$ cat src/pkg/sbc_cfg_map.svh
// Register map, field positions, reset values and counts of the second
// frequency set, clock divider, oscillator current and modem registers.
// Assumes byte-wide registers reached by a byte address on one clock.
`ifndef SBC_CFG_MAP_SVH
`define SBC_CFG_MAP_SVH

// Register addresses
`define SBC_ADDR_FREQ_HIGH   8'h08
`define SBC_ADDR_FREQ_MID    8'h09
`define SBC_ADDR_FREQ_LOW    8'h0A
`define SBC_ADDR_CLOCK_DIV   8'h0B
`define SBC_ADDR_OSC_CURRENT 8'h0C
`define SBC_ADDR_MODEM       8'h0D

// Reset values of whole registers
`define SBC_RST_FREQ_HIGH    8'h83
`define SBC_RST_FREQ_MID     8'hBD
`define SBC_RST_FREQ_LOW     8'hF9
`define SBC_RST_CLOCK_DIV    8'h50
`define SBC_RST_OSC_CURRENT  8'h88
`define SBC_RST_MODEM        8'h30

// Field positions
`define SBC_FLD_FREQ_LOW     7:1
`define SBC_FLD_DITHER       0
`define SBC_FLD_REF_DIV      7:5
`define SBC_FLD_MDIV_FIRST   4:2
`define SBC_FLD_MDIV_SECOND  1:0
`define SBC_FLD_OSC_FIRST    7:4
`define SBC_FLD_OSC_SECOND   3:0
`define SBC_FLD_ADC_DIV      6:4
`define SBC_FLD_SCRAMBLE     2
`define SBC_FLD_FORMAT       1:0
`define SBC_MODEM_WR_MASK    8'h77

// Codes and counts
`define SBC_CODE_UNSUPPORTED 3'h0
`define SBC_CODE_FIRST_OK    3'h1
`define SBC_REF_TICK_STEP    11'h002
`define SBC_BAUD_MID         3'h3
`define SBC_BAUD_LAST        3'h7
`define SBC_PN_SEED          9'h1FF
`define SBC_PN_TAP_HIGH      8
`define SBC_PN_TAP_LOW       4

`endif

$ cat src/pkg/sbc_pkg.sv
// Types shared by the device end and the host end of the config link.
// Assumes the map header is on the include path.
`default_nettype none

package sbc_pkg;

    // Line data formats, in register code order
    typedef enum logic [1:0] {
        FmtNrz,
        FmtManchester,
        FmtUartLow,
        FmtUartHigh
    } sbc_fmt_t;

    typedef enum logic {
        HostIdle,
        HostRead
    } sbc_host_st_t;

    // Whole state of the device end
    typedef struct packed {
        logic [7:0]  freqHigh;
        logic [7:0]  freqMid;
        logic [7:0]  freqLow;
        logic [7:0]  clkDiv;
        logic [7:0]  oscCur;
        logic [7:0]  modem;
        logic [7:0]  rdData;
        logic        rdValid;
        logic        rxMeta;
        logic        rxSync;
        logic [2:0]  refCnt;
        logic [10:0] modemAcc;
        logic [2:0]  baudCnt;
        logic [4:0]  adcCnt;
        logic [8:0]  pnState;
        logic        txHold;
        logic        txLine;
        logic        rxBit;
        logic        rxBitValid;
        logic        dataClockPin;
        logic        baudTick;
        logic        adcTick;
    } sbc_dev_state_t;

    // Whole state of the host end
    typedef struct packed {
        sbc_host_st_t state;
        logic         wrEn;
        logic         rdEn;
        logic [7:0]   addr;
        logic [7:0]   wrData;
        logic         cmdReady;
        logic [7:0]   rspData;
        logic         rspValid;
        logic         cmdRejected;
    } sbc_host_state_t;

endpackage : sbc_pkg

`default_nettype wire

$ cat src/pkg/sbc_cfg_if.sv
// Register link between the configuring host and the device end.
// Assumes both ends run on the same clock; no tristate on this link.
`default_nettype none

interface sbc_cfg_if (
    input wire logic clk_sys
);
    logic       wrEn;
    logic       rdEn;
    logic [7:0] addr;
    logic [7:0] wrData;
    logic [7:0] rdData;
    logic       rdValid;

    modport dev (
        input  clk_sys,
        input  wrEn,
        input  rdEn,
        input  addr,
        input  wrData,
        output rdData,
        output rdValid
    );

    modport host (
        input  clk_sys,
        output wrEn,
        output rdEn,
        output addr,
        output wrData,
        input  rdData,
        input  rdValid
    );
endinterface : sbc_cfg_if

`default_nettype wire

$ cat src/hdl/sbc_device.sv
// Device end: second frequency set, clock dividers, oscillator current
// and modem settings, with the baud, ADC and scrambled data path.
// Assumes clk_sys is the crystal clock and rxPin is an unsynced pin.
`default_nettype none

`include "sbc_cfg_map.svh"

module sbc_device (
    input  wire logic            clk_sys,
    input  wire logic            sys_rst,
    sbc_cfg_if.dev               cfg,
    input  wire logic            txBit,
    input  wire logic            rxPin,
    output logic [22:0]          secondFreqWord,
    output logic                 secondSetDitherEn,
    output logic [3:0]           oscCurrentFirstSet,
    output logic [3:0]           oscCurrentSecondSet,
    output logic                 scramblerEnable,
    output sbc_pkg::sbc_fmt_t    dataFormat,
    output logic                 txLine,
    output logic                 rxBit,
    output logic                 rxBitValid,
    output logic                 dataClockPin,
    output logic                 baudTick,
    output logic                 adcTick
);
    import sbc_pkg::*;

    sbc_dev_state_t q;
    sbc_dev_state_t d;

    // First modem divider, doubled so 2.5 steps stay whole
    function automatic logic [10:0] firstDivTwice(input logic [2:0] code);
        unique case (code)
            3'h0: firstDivTwice = 11'h005;
            3'h1: firstDivTwice = 11'h006;
            3'h2: firstDivTwice = 11'h008;
            3'h3: firstDivTwice = 11'h00F;
            3'h4: firstDivTwice = 11'h019;
            3'h5: firstDivTwice = 11'h050;
            3'h6: firstDivTwice = 11'h060;
            3'h7: firstDivTwice = 11'h080;
        endcase
    endfunction : firstDivTwice

    // ADC divisor minus one; unsupported code runs as the smallest
    function automatic logic [4:0] adcLast(input logic [2:0] code);
        unique case (code)
            3'h0: adcLast = 5'h03;
            3'h1: adcLast = 5'h03;
            3'h2: adcLast = 5'h05;
            3'h3: adcLast = 5'h07;
            3'h4: adcLast = 5'h09;
            3'h5: adcLast = 5'h09;
            3'h6: adcLast = 5'h0D;
            3'h7: adcLast = 5'h0F;
        endcase
    endfunction : adcLast

    // Register read decode; reserved modem bits read back as zero
    function automatic logic [7:0] readReg(input sbc_dev_state_t s,
                                           input logic [7:0] a);
        unique case (a)
            `SBC_ADDR_FREQ_HIGH:   readReg = s.freqHigh;
            `SBC_ADDR_FREQ_MID:    readReg = s.freqMid;
            `SBC_ADDR_FREQ_LOW:    readReg = s.freqLow;
            `SBC_ADDR_CLOCK_DIV:   readReg = s.clkDiv;
            `SBC_ADDR_OSC_CURRENT: readReg = s.oscCur;
            `SBC_ADDR_MODEM:       readReg = s.modem;
            default:               readReg = 8'h00;
        endcase
    endfunction : readReg

    logic [2:0]  refLast;
    logic        refTick;
    logic [10:0] modemPeriod;
    logic [10:0] accStep;
    logic        modemTick;
    logic        scrOn;
    logic        pnBit;
    logic        syncMode;
    sbc_fmt_t    fmt;

    // Divider decode from the clock register, scrambler and format decode from the modem register
    always_comb begin
        refLast = q.clkDiv[`SBC_FLD_REF_DIV];
        if (refLast == `SBC_CODE_UNSUPPORTED) begin
            refLast = `SBC_CODE_FIRST_OK;
        end
        refTick = (q.refCnt == refLast);
        modemPeriod = firstDivTwice(q.clkDiv[`SBC_FLD_MDIV_FIRST])
                      << q.clkDiv[`SBC_FLD_MDIV_SECOND];
        accStep = q.modemAcc + `SBC_REF_TICK_STEP;
        modemTick = refTick && (accStep >= modemPeriod);
        scrOn = q.modem[`SBC_FLD_SCRAMBLE];
        pnBit = scrOn & q.pnState[`SBC_PN_TAP_HIGH];
        fmt = sbc_fmt_t'(q.modem[`SBC_FLD_FORMAT]);
        syncMode = (fmt == FmtNrz) || (fmt == FmtManchester);
    end

    // Next state of the whole device end
    always_comb begin
        d = q;
        d.rdValid = 1'b0;
        d.rxBitValid = 1'b0;
        d.baudTick = 1'b0;
        d.adcTick = 1'b0;

        // Register writes; unmapped addresses are ignored
        if (cfg.wrEn) begin
            unique case (cfg.addr)
                `SBC_ADDR_FREQ_HIGH:   d.freqHigh = cfg.wrData;
                `SBC_ADDR_FREQ_MID:    d.freqMid = cfg.wrData;
                `SBC_ADDR_FREQ_LOW:    d.freqLow = cfg.wrData;
                `SBC_ADDR_CLOCK_DIV:   d.clkDiv = cfg.wrData;
                `SBC_ADDR_OSC_CURRENT: d.oscCur = cfg.wrData;
                `SBC_ADDR_MODEM:
                    d.modem = cfg.wrData & `SBC_MODEM_WR_MASK;
                default: ;
            endcase
        end
        if (cfg.rdEn) begin
            d.rdData = readReg(q, cfg.addr);
            d.rdValid = 1'b1;
        end

        // Pin synchroniser, two stages before any use
        d.rxMeta = rxPin;
        d.rxSync = q.rxMeta;

        // Reference tick, then fractional modem clock
        d.refCnt = refTick ? 3'h0 : q.refCnt + 3'h1;
        if (refTick) begin
            d.modemAcc = modemTick ? accStep - modemPeriod : accStep;
        end

        // Eight modem ticks per symbol
        if (modemTick) begin
            d.baudCnt = q.baudCnt + 3'h1;
            d.baudTick = (q.baudCnt == `SBC_BAUD_LAST);
        end

        // A new divider restarts symbol timing; a stale accumulator
        // would otherwise burst modem ticks until it caught up
        if (cfg.wrEn && cfg.addr == `SBC_ADDR_CLOCK_DIV) begin
            d.refCnt = 3'h0;
            d.modemAcc = 11'h000;
            d.baudCnt = 3'h0;
        end

        // ADC clock from the crystal clock
        if (q.adcCnt >= adcLast(q.modem[`SBC_FLD_ADC_DIV])) begin
            d.adcCnt = 5'h00;
            d.adcTick = 1'b1;
        end else begin
            d.adcCnt = q.adcCnt + 5'h01;
        end

        // Scrambler advances once per symbol; reseeds while off
        if (!scrOn) begin
            d.pnState = `SBC_PN_SEED;
        end else if (d.baudTick) begin
            d.pnState = {q.pnState[7:0],
                         q.pnState[`SBC_PN_TAP_HIGH]
                         ^ q.pnState[`SBC_PN_TAP_LOW]};
        end

        // Transmit and receive paths by line format
        if (syncMode) begin
            if (d.baudTick) begin
                d.txHold = txBit ^ pnBit;
            end
            if (modemTick && q.baudCnt == `SBC_BAUD_MID) begin
                d.rxBit = q.rxSync ^ pnBit;
                d.rxBitValid = 1'b1;
            end
            // Manchester inverts in the second half of each symbol
            d.txLine = (fmt == FmtManchester)
                       ? d.txHold ^ d.baudCnt[2] : d.txHold;
            d.dataClockPin = d.baudCnt[2];
        end else begin
            // Transparent mode: no retiming, clock pin held static
            d.txLine = txBit;
            d.rxBit = q.rxSync;
            d.dataClockPin = (fmt == FmtUartHigh);
        end
    end

    // State register with synchronous reset to defaults
    always_ff @(posedge clk_sys) begin
        if (sys_rst) begin
            q <= '0;
            q.freqHigh <= `SBC_RST_FREQ_HIGH;
            q.freqMid <= `SBC_RST_FREQ_MID;
            q.freqLow <= `SBC_RST_FREQ_LOW;
            q.clkDiv <= `SBC_RST_CLOCK_DIV;
            q.oscCur <= `SBC_RST_OSC_CURRENT;
            q.modem <= `SBC_RST_MODEM;
            q.pnState <= `SBC_PN_SEED;
        end else begin
            q <= d;
        end
    end

    // Outputs straight from the state register
    assign cfg.rdData = q.rdData;
    assign cfg.rdValid = q.rdValid;
    assign secondFreqWord = {q.freqHigh, q.freqMid,
                             q.freqLow[`SBC_FLD_FREQ_LOW]};
    assign secondSetDitherEn = q.freqLow[`SBC_FLD_DITHER];
    assign oscCurrentFirstSet = q.oscCur[`SBC_FLD_OSC_FIRST];
    assign oscCurrentSecondSet = q.oscCur[`SBC_FLD_OSC_SECOND];
    assign scramblerEnable = q.modem[`SBC_FLD_SCRAMBLE];
    assign dataFormat = sbc_fmt_t'(q.modem[`SBC_FLD_FORMAT]);
    assign txLine = q.txLine;
    assign rxBit = q.rxBit;
    assign rxBitValid = q.rxBitValid;
    assign dataClockPin = q.dataClockPin;
    assign baudTick = q.baudTick;
    assign adcTick = q.adcTick;

endmodule : sbc_device

`default_nettype wire

$ cat src/flat_wrapper.sv
// flat-port wrapper written by rule: the top's interface ports become plain ports
module sbc_device_flat import sbc_pkg::*;
  (clk_sys, sys_rst, txBit, rxPin, secondFreqWord, secondSetDitherEn, oscCurrentFirstSet, oscCurrentSecondSet, scramblerEnable, dataFormat, txLine, rxBit, rxBitValid, dataClockPin, baudTick, adcTick, cfg_wrEn, cfg_rdEn, cfg_addr, cfg_wrData, cfg_rdData, cfg_rdValid);
  sbc_cfg_if cfg_i (.clk_sys(clk_sys));
  input  wire logic clk_sys;
  input  wire logic sys_rst;
  input  wire logic txBit;
  input  wire logic rxPin;
  output logic [22:0] secondFreqWord;
  output logic secondSetDitherEn;
  output logic [3:0] oscCurrentFirstSet;
  output logic [3:0] oscCurrentSecondSet;
  output logic scramblerEnable;
  output sbc_pkg::sbc_fmt_t dataFormat;
  output logic txLine;
  output logic rxBit;
  output logic rxBitValid;
  output logic dataClockPin;
  output logic baudTick;
  output logic adcTick;
  input wire logic [$bits(cfg_i.wrEn)-1:0] cfg_wrEn;
  input wire logic [$bits(cfg_i.rdEn)-1:0] cfg_rdEn;
  input wire logic [$bits(cfg_i.addr)-1:0] cfg_addr;
  input wire logic [$bits(cfg_i.wrData)-1:0] cfg_wrData;
  output wire logic [$bits(cfg_i.rdData)-1:0] cfg_rdData;
  output wire logic [$bits(cfg_i.rdValid)-1:0] cfg_rdValid;
  assign cfg_i.wrEn = cfg_wrEn;
  assign cfg_i.rdEn = cfg_rdEn;
  assign cfg_i.addr = cfg_addr;
  assign cfg_i.wrData = cfg_wrData;
  assign cfg_rdData = cfg_i.rdData;
  assign cfg_rdValid = cfg_i.rdValid;
  sbc_device u_core (.clk_sys(clk_sys), .sys_rst(sys_rst), .cfg(cfg_i), .txBit(txBit), .rxPin(rxPin), .secondFreqWord(secondFreqWord), .secondSetDitherEn(secondSetDitherEn), .oscCurrentFirstSet(oscCurrentFirstSet), .oscCurrentSecondSet(oscCurrentSecondSet), .scramblerEnable(scramblerEnable), .dataFormat(dataFormat), .txLine(txLine), .rxBit(rxBit), .rxBitValid(rxBitValid), .dataClockPin(dataClockPin), .baudTick(baudTick), .adcTick(adcTick));
endmodule
$ cat config.mk
export PLATFORM = sky130hd
export DESIGN_NAME = sbc_device_flat
export DESIGN_NICKNAME = d
export VERILOG_FILES = /design/src/pkg/sbc_pkg.sv /design/src/pkg/sbc_cfg_if.sv /design/src/hdl/sbc_device.sv /design/src/flat_wrapper.sv
export VERILOG_INCLUDE_DIRS = /design/src /design/src/pkg
export SDC_FILE = /design/constraint.sdc
export NUM_CORES = 1
export LEC_CHECK = 0
export BUFFER_PORTS_ARGS = -buffer_cell sky130_fd_sc_hd__buf_2
export CAP_MARGIN = 20
export CORE_ASPECT_RATIO = 0.7
export CORE_MARGIN = 10
export CORE_UTILIZATION = 63
export DETAILED_ROUTE_END_ITERATION = 7
export HOLD_SLACK_MARGIN = 0.05
export PLACE_DENSITY = 0.93
export SLEW_MARGIN = 15
export SYNTH_ARGS = -nofsm -noshare
export SYNTH_HDL_FRONTEND = slang
export SYNTH_SLANG_ARGS = --single-unit
$ cat constraint.sdc
create_clock -name clk_sys -period 7.4 [get_ports clk_sys]
set_clock_uncertainty 0.15 [all_clocks]
set_input_delay 1.11 -clock clk_sys [delete_from_list [all_inputs] [get_ports clk_sys]]
set_output_delay 1.11 -clock clk_sys [all_outputs]
set_load 0.005 [all_outputs]
==> flow_summary.ini <==
[sta]
max_slew_margin_pct = 30.6
setup_ws_ns = 3.30
timing_worst_slew_pin_value_ns = 1.04
finalCriticalPeriod_ns = 4.10
finalCritPeriodShare_pct = 55.4
timing_limited_maximum_frequency_ghz = 0.244
final_max_slew_viol_count = 0
setup_tns_ns = 0
hold_viol_final = 0
setup_repair_after_global_routing_missed_its_margin = no
finalSetupViolations = 0

[critical_path]
crit_fanout = 23
timing_worst_setup_path_type = flop to flop
cpPeakStageDelay_ns = 0.80
worstSetupEndpointType = flop
cp.required_ns = 7.47
timing.critical_path.arrival_ns = 4.17
setup.worst_path.start_class = flop
crit_chain = ha_1, nand3_1, nor2_1, nand3_1, xnor2_1, ha_1, nand2_1, nor4_1, nor2_1, a21oi_2, mux2i_1, xor2_1, o31ai_2
worst_path_max_delay_cell = sky130_fd_sc_hd__a21oi_2

[pwr]
p_int_w = 0.000907
pwr-share-comb_pct = 11.5
power.share.sequential_pct = 49.0
clockPowerShare_pct = 39.4
power-per-cell-area_mw_per_mm2 = 203
ir_drop_mv = 0.165
p_sw_w = 0.000307
power.leakage_nw = 2.52
power_switching_share_pct = 25.3

[finish]
nets = 688
area.growth.synth_to_final_pct = 5.78
drive_gt1_share_pct = 17.0
fillCellCount = 611
antenna-diode-count = 0
seq_area_mm2 = 0.00212
layout.cells.most_common = sky130_fd_sc_hd__dfxtp_1
multiInputGateArea_mm2 = 0.00297
stdcell_count = 767
layout_common_cells = 106 x sky130_fd_sc_hd__dfxtp_1, 71 x sky130_fd_sc_hd__buf_2, 65 x sky130_fd_sc_hd__nor2_1

[clock_tree]
post_cts_resize_count = 0
numClockSinks = 106
clkTransAtPathRegs_ns = 0.07
cts_root_buffer = sky130_fd_sc_hd__clkbuf_16
cts_tree = done
cts.repair_timing.setup_buffer_count = 0
ctsHtreeMaxLevel = 3
cts_buffer_depth = 2
holdBufCountCts = 0
insertion_delay_ns = 0.35
numCtsBuffers = 9

[placement]
dpl.cell_count = 752
detailedPlace.worstSlack_ns = 3.41
dp_hpwl_mm = 10.2
gpl_congestion = 0.927
port_buffers = 71

[grt]
globalRouteTotalUtil_pct = 21.1
antenna_violations_before_repair = 0
number_of_global_route_vias_before_repair = 4542
grt_start_max_net_pins = 72
grt_pass1_wl_mm = 23.1
grt.overflow.total = 0

[synth]
synthesis.yosys.warnings = 0
syn_nets = 678
ys_seq_elements = 106
ys_seq_area_share_pct = 37.6
synth_async_reset_ratio_pct = 0
synth-main-ff-cell = sky130_fd_sc_hd__dfxtp_1
synthCells = 633
number_of_enable_type_register_cells_in_the_synthesized_netlist = 0
synth.lib_cells_used.distinct = 54
syn_area_mm2 = 0.00565
syn_avg_cell_area_um2 = 8.93

[route]
wl_mm = 14.2
wire_per_inst_um = 18.5
detailedRoute.firstPassIterationCount = 5
dr.first_iter.drc_count = 727
via_count = 4685
detail-route-antenna-nets = 0
vias_per_cell = 6.11
drt_drc_violations_left = 0

[die]
die-height_um = 99.2
dieWidth_um = 133
std_cell_rows = 28
start_util_pct = 65.8
top_level_ports = 72
core_mm2 = 0.00858
die_area_mm2 = 0.0132

[flow_run]
maxCapViolations = 0

[outcome]
outcome = complete, no violations

[min_path]
hold_path.class = flop to flop
[power by group through the flow]
stage	clock network [W]	logic [W]	registers, W
after floorplan	0	0.000104	0.000604
after global placement	0	0.000130	0.000606
after detailed placement	0	0.000136	0.000607
after CTS	0.000478	0.000138	0.000595
after global routing	0.000504	0.000153	0.000597
final	0.000479	0.000140	0.000595
[logic make-up after synthesis]
| family | Yosys count | share of synthesized area (%) |
|---|---|---|
| compound gates | 113 | 12.7 |
| xor+xnor | 28 | 4.34 |
| fa+ha+maj | 23 | 5.23 |
| buf+inv | 94 | 9.90 |
| flops | 106 | 37.6 |
| mux | 51 | 10.9 |
| simple gates | 218 | 19.4 |
[layer usage]
| metal | part of all wire [%] | up-vias | wire length, µm | global-route usage (%) |
|---|---|---|---|---|
| met5 | 0 | - | 0 | 0 |
| met3 | 9.9 | 32 | 1410 | 6.28 |
| li1 | - | 2175 | - | - |
| met2 | 47 | 267 | 6630 | 33.5 |
| met4 | 1.9 | 0 | 265 | 5.42 |
| met1 | 42 | 2211 | 5910 | 27.4 |
[layout make-up]
type	count	area share, %
inverter	21	1.32
timing repair buffer	72	6.07
tap	120	2.51
clock inverter	4	0.858
sequential	106	35.5
clock buffer	11	4.06
multi-input combinational	433	49.7
[cells in the mapped netlist (all sizes together) (10+ instances only)]
master | number | area [µm²]
a211o | 15 | 131
a211oi | 13 | 97.6
a21oi | 43 | 219
and3 | 10 | 62.6
buf | 58 | 424
clkbuf | 15 | 56.3
dfxtp | 106 | 2120
ha | 22 | 275
inv | 21 | 78.8
mux2i | 39 | 390
nand2 | 62 | 240
nand2b | 10 | 62.6
nand3 | 23 | 115
nor2 | 67 | 267
nor2b | 16 | 100
o21ai | 18 | 93.8
xnor2 | 18 | 158
xor2 | 10 | 87.6
[worst max-delay path, delay by kind of cell (launching register included)]
family	cells	cell delay (ns)
AOI/OAI and AO/OA	2	0.87
and+or+nand+nor	6	1.11
DFF	1	0.42
xor gates and xnor gates	2	0.40
muxes	1	0.34
adders and majority gates	2	0.65
[worst paths after layout]
path	slack, ns	from	depth (start not counted)	to
setup / recovery	3.30	u_core.q[25]	13	u_core.txLine
hold / removal	0.30	u_core.d[38]	1	u_core.q[38]
setup reg to reg	3.30	u_core.q[25]	13	u_core.txLine
hold reg to reg	0.30	u_core.d[38]	1	u_core.q[38]
[metrics by stage]
stage / area, µm² / util, % / power, W / hold slack (ns)
3_5_place_dp: 5680 / 66.2 / 0.000743 / 0.298
2_1_floorplan: 5650 / - / 0.000708 / 0.264
4_1_cts: 5980 / 69.6 / 0.00121 / 0.307
6_report: 5980 / 69.6 / 0.00121 / 0.301
3_3_place_gp: 5680 / 66.2 / 0.000736 / 0.272
5_1_grt: 5980 / 69.6 / 0.00125 / 0.318
(Power assumes the default switching activity.)
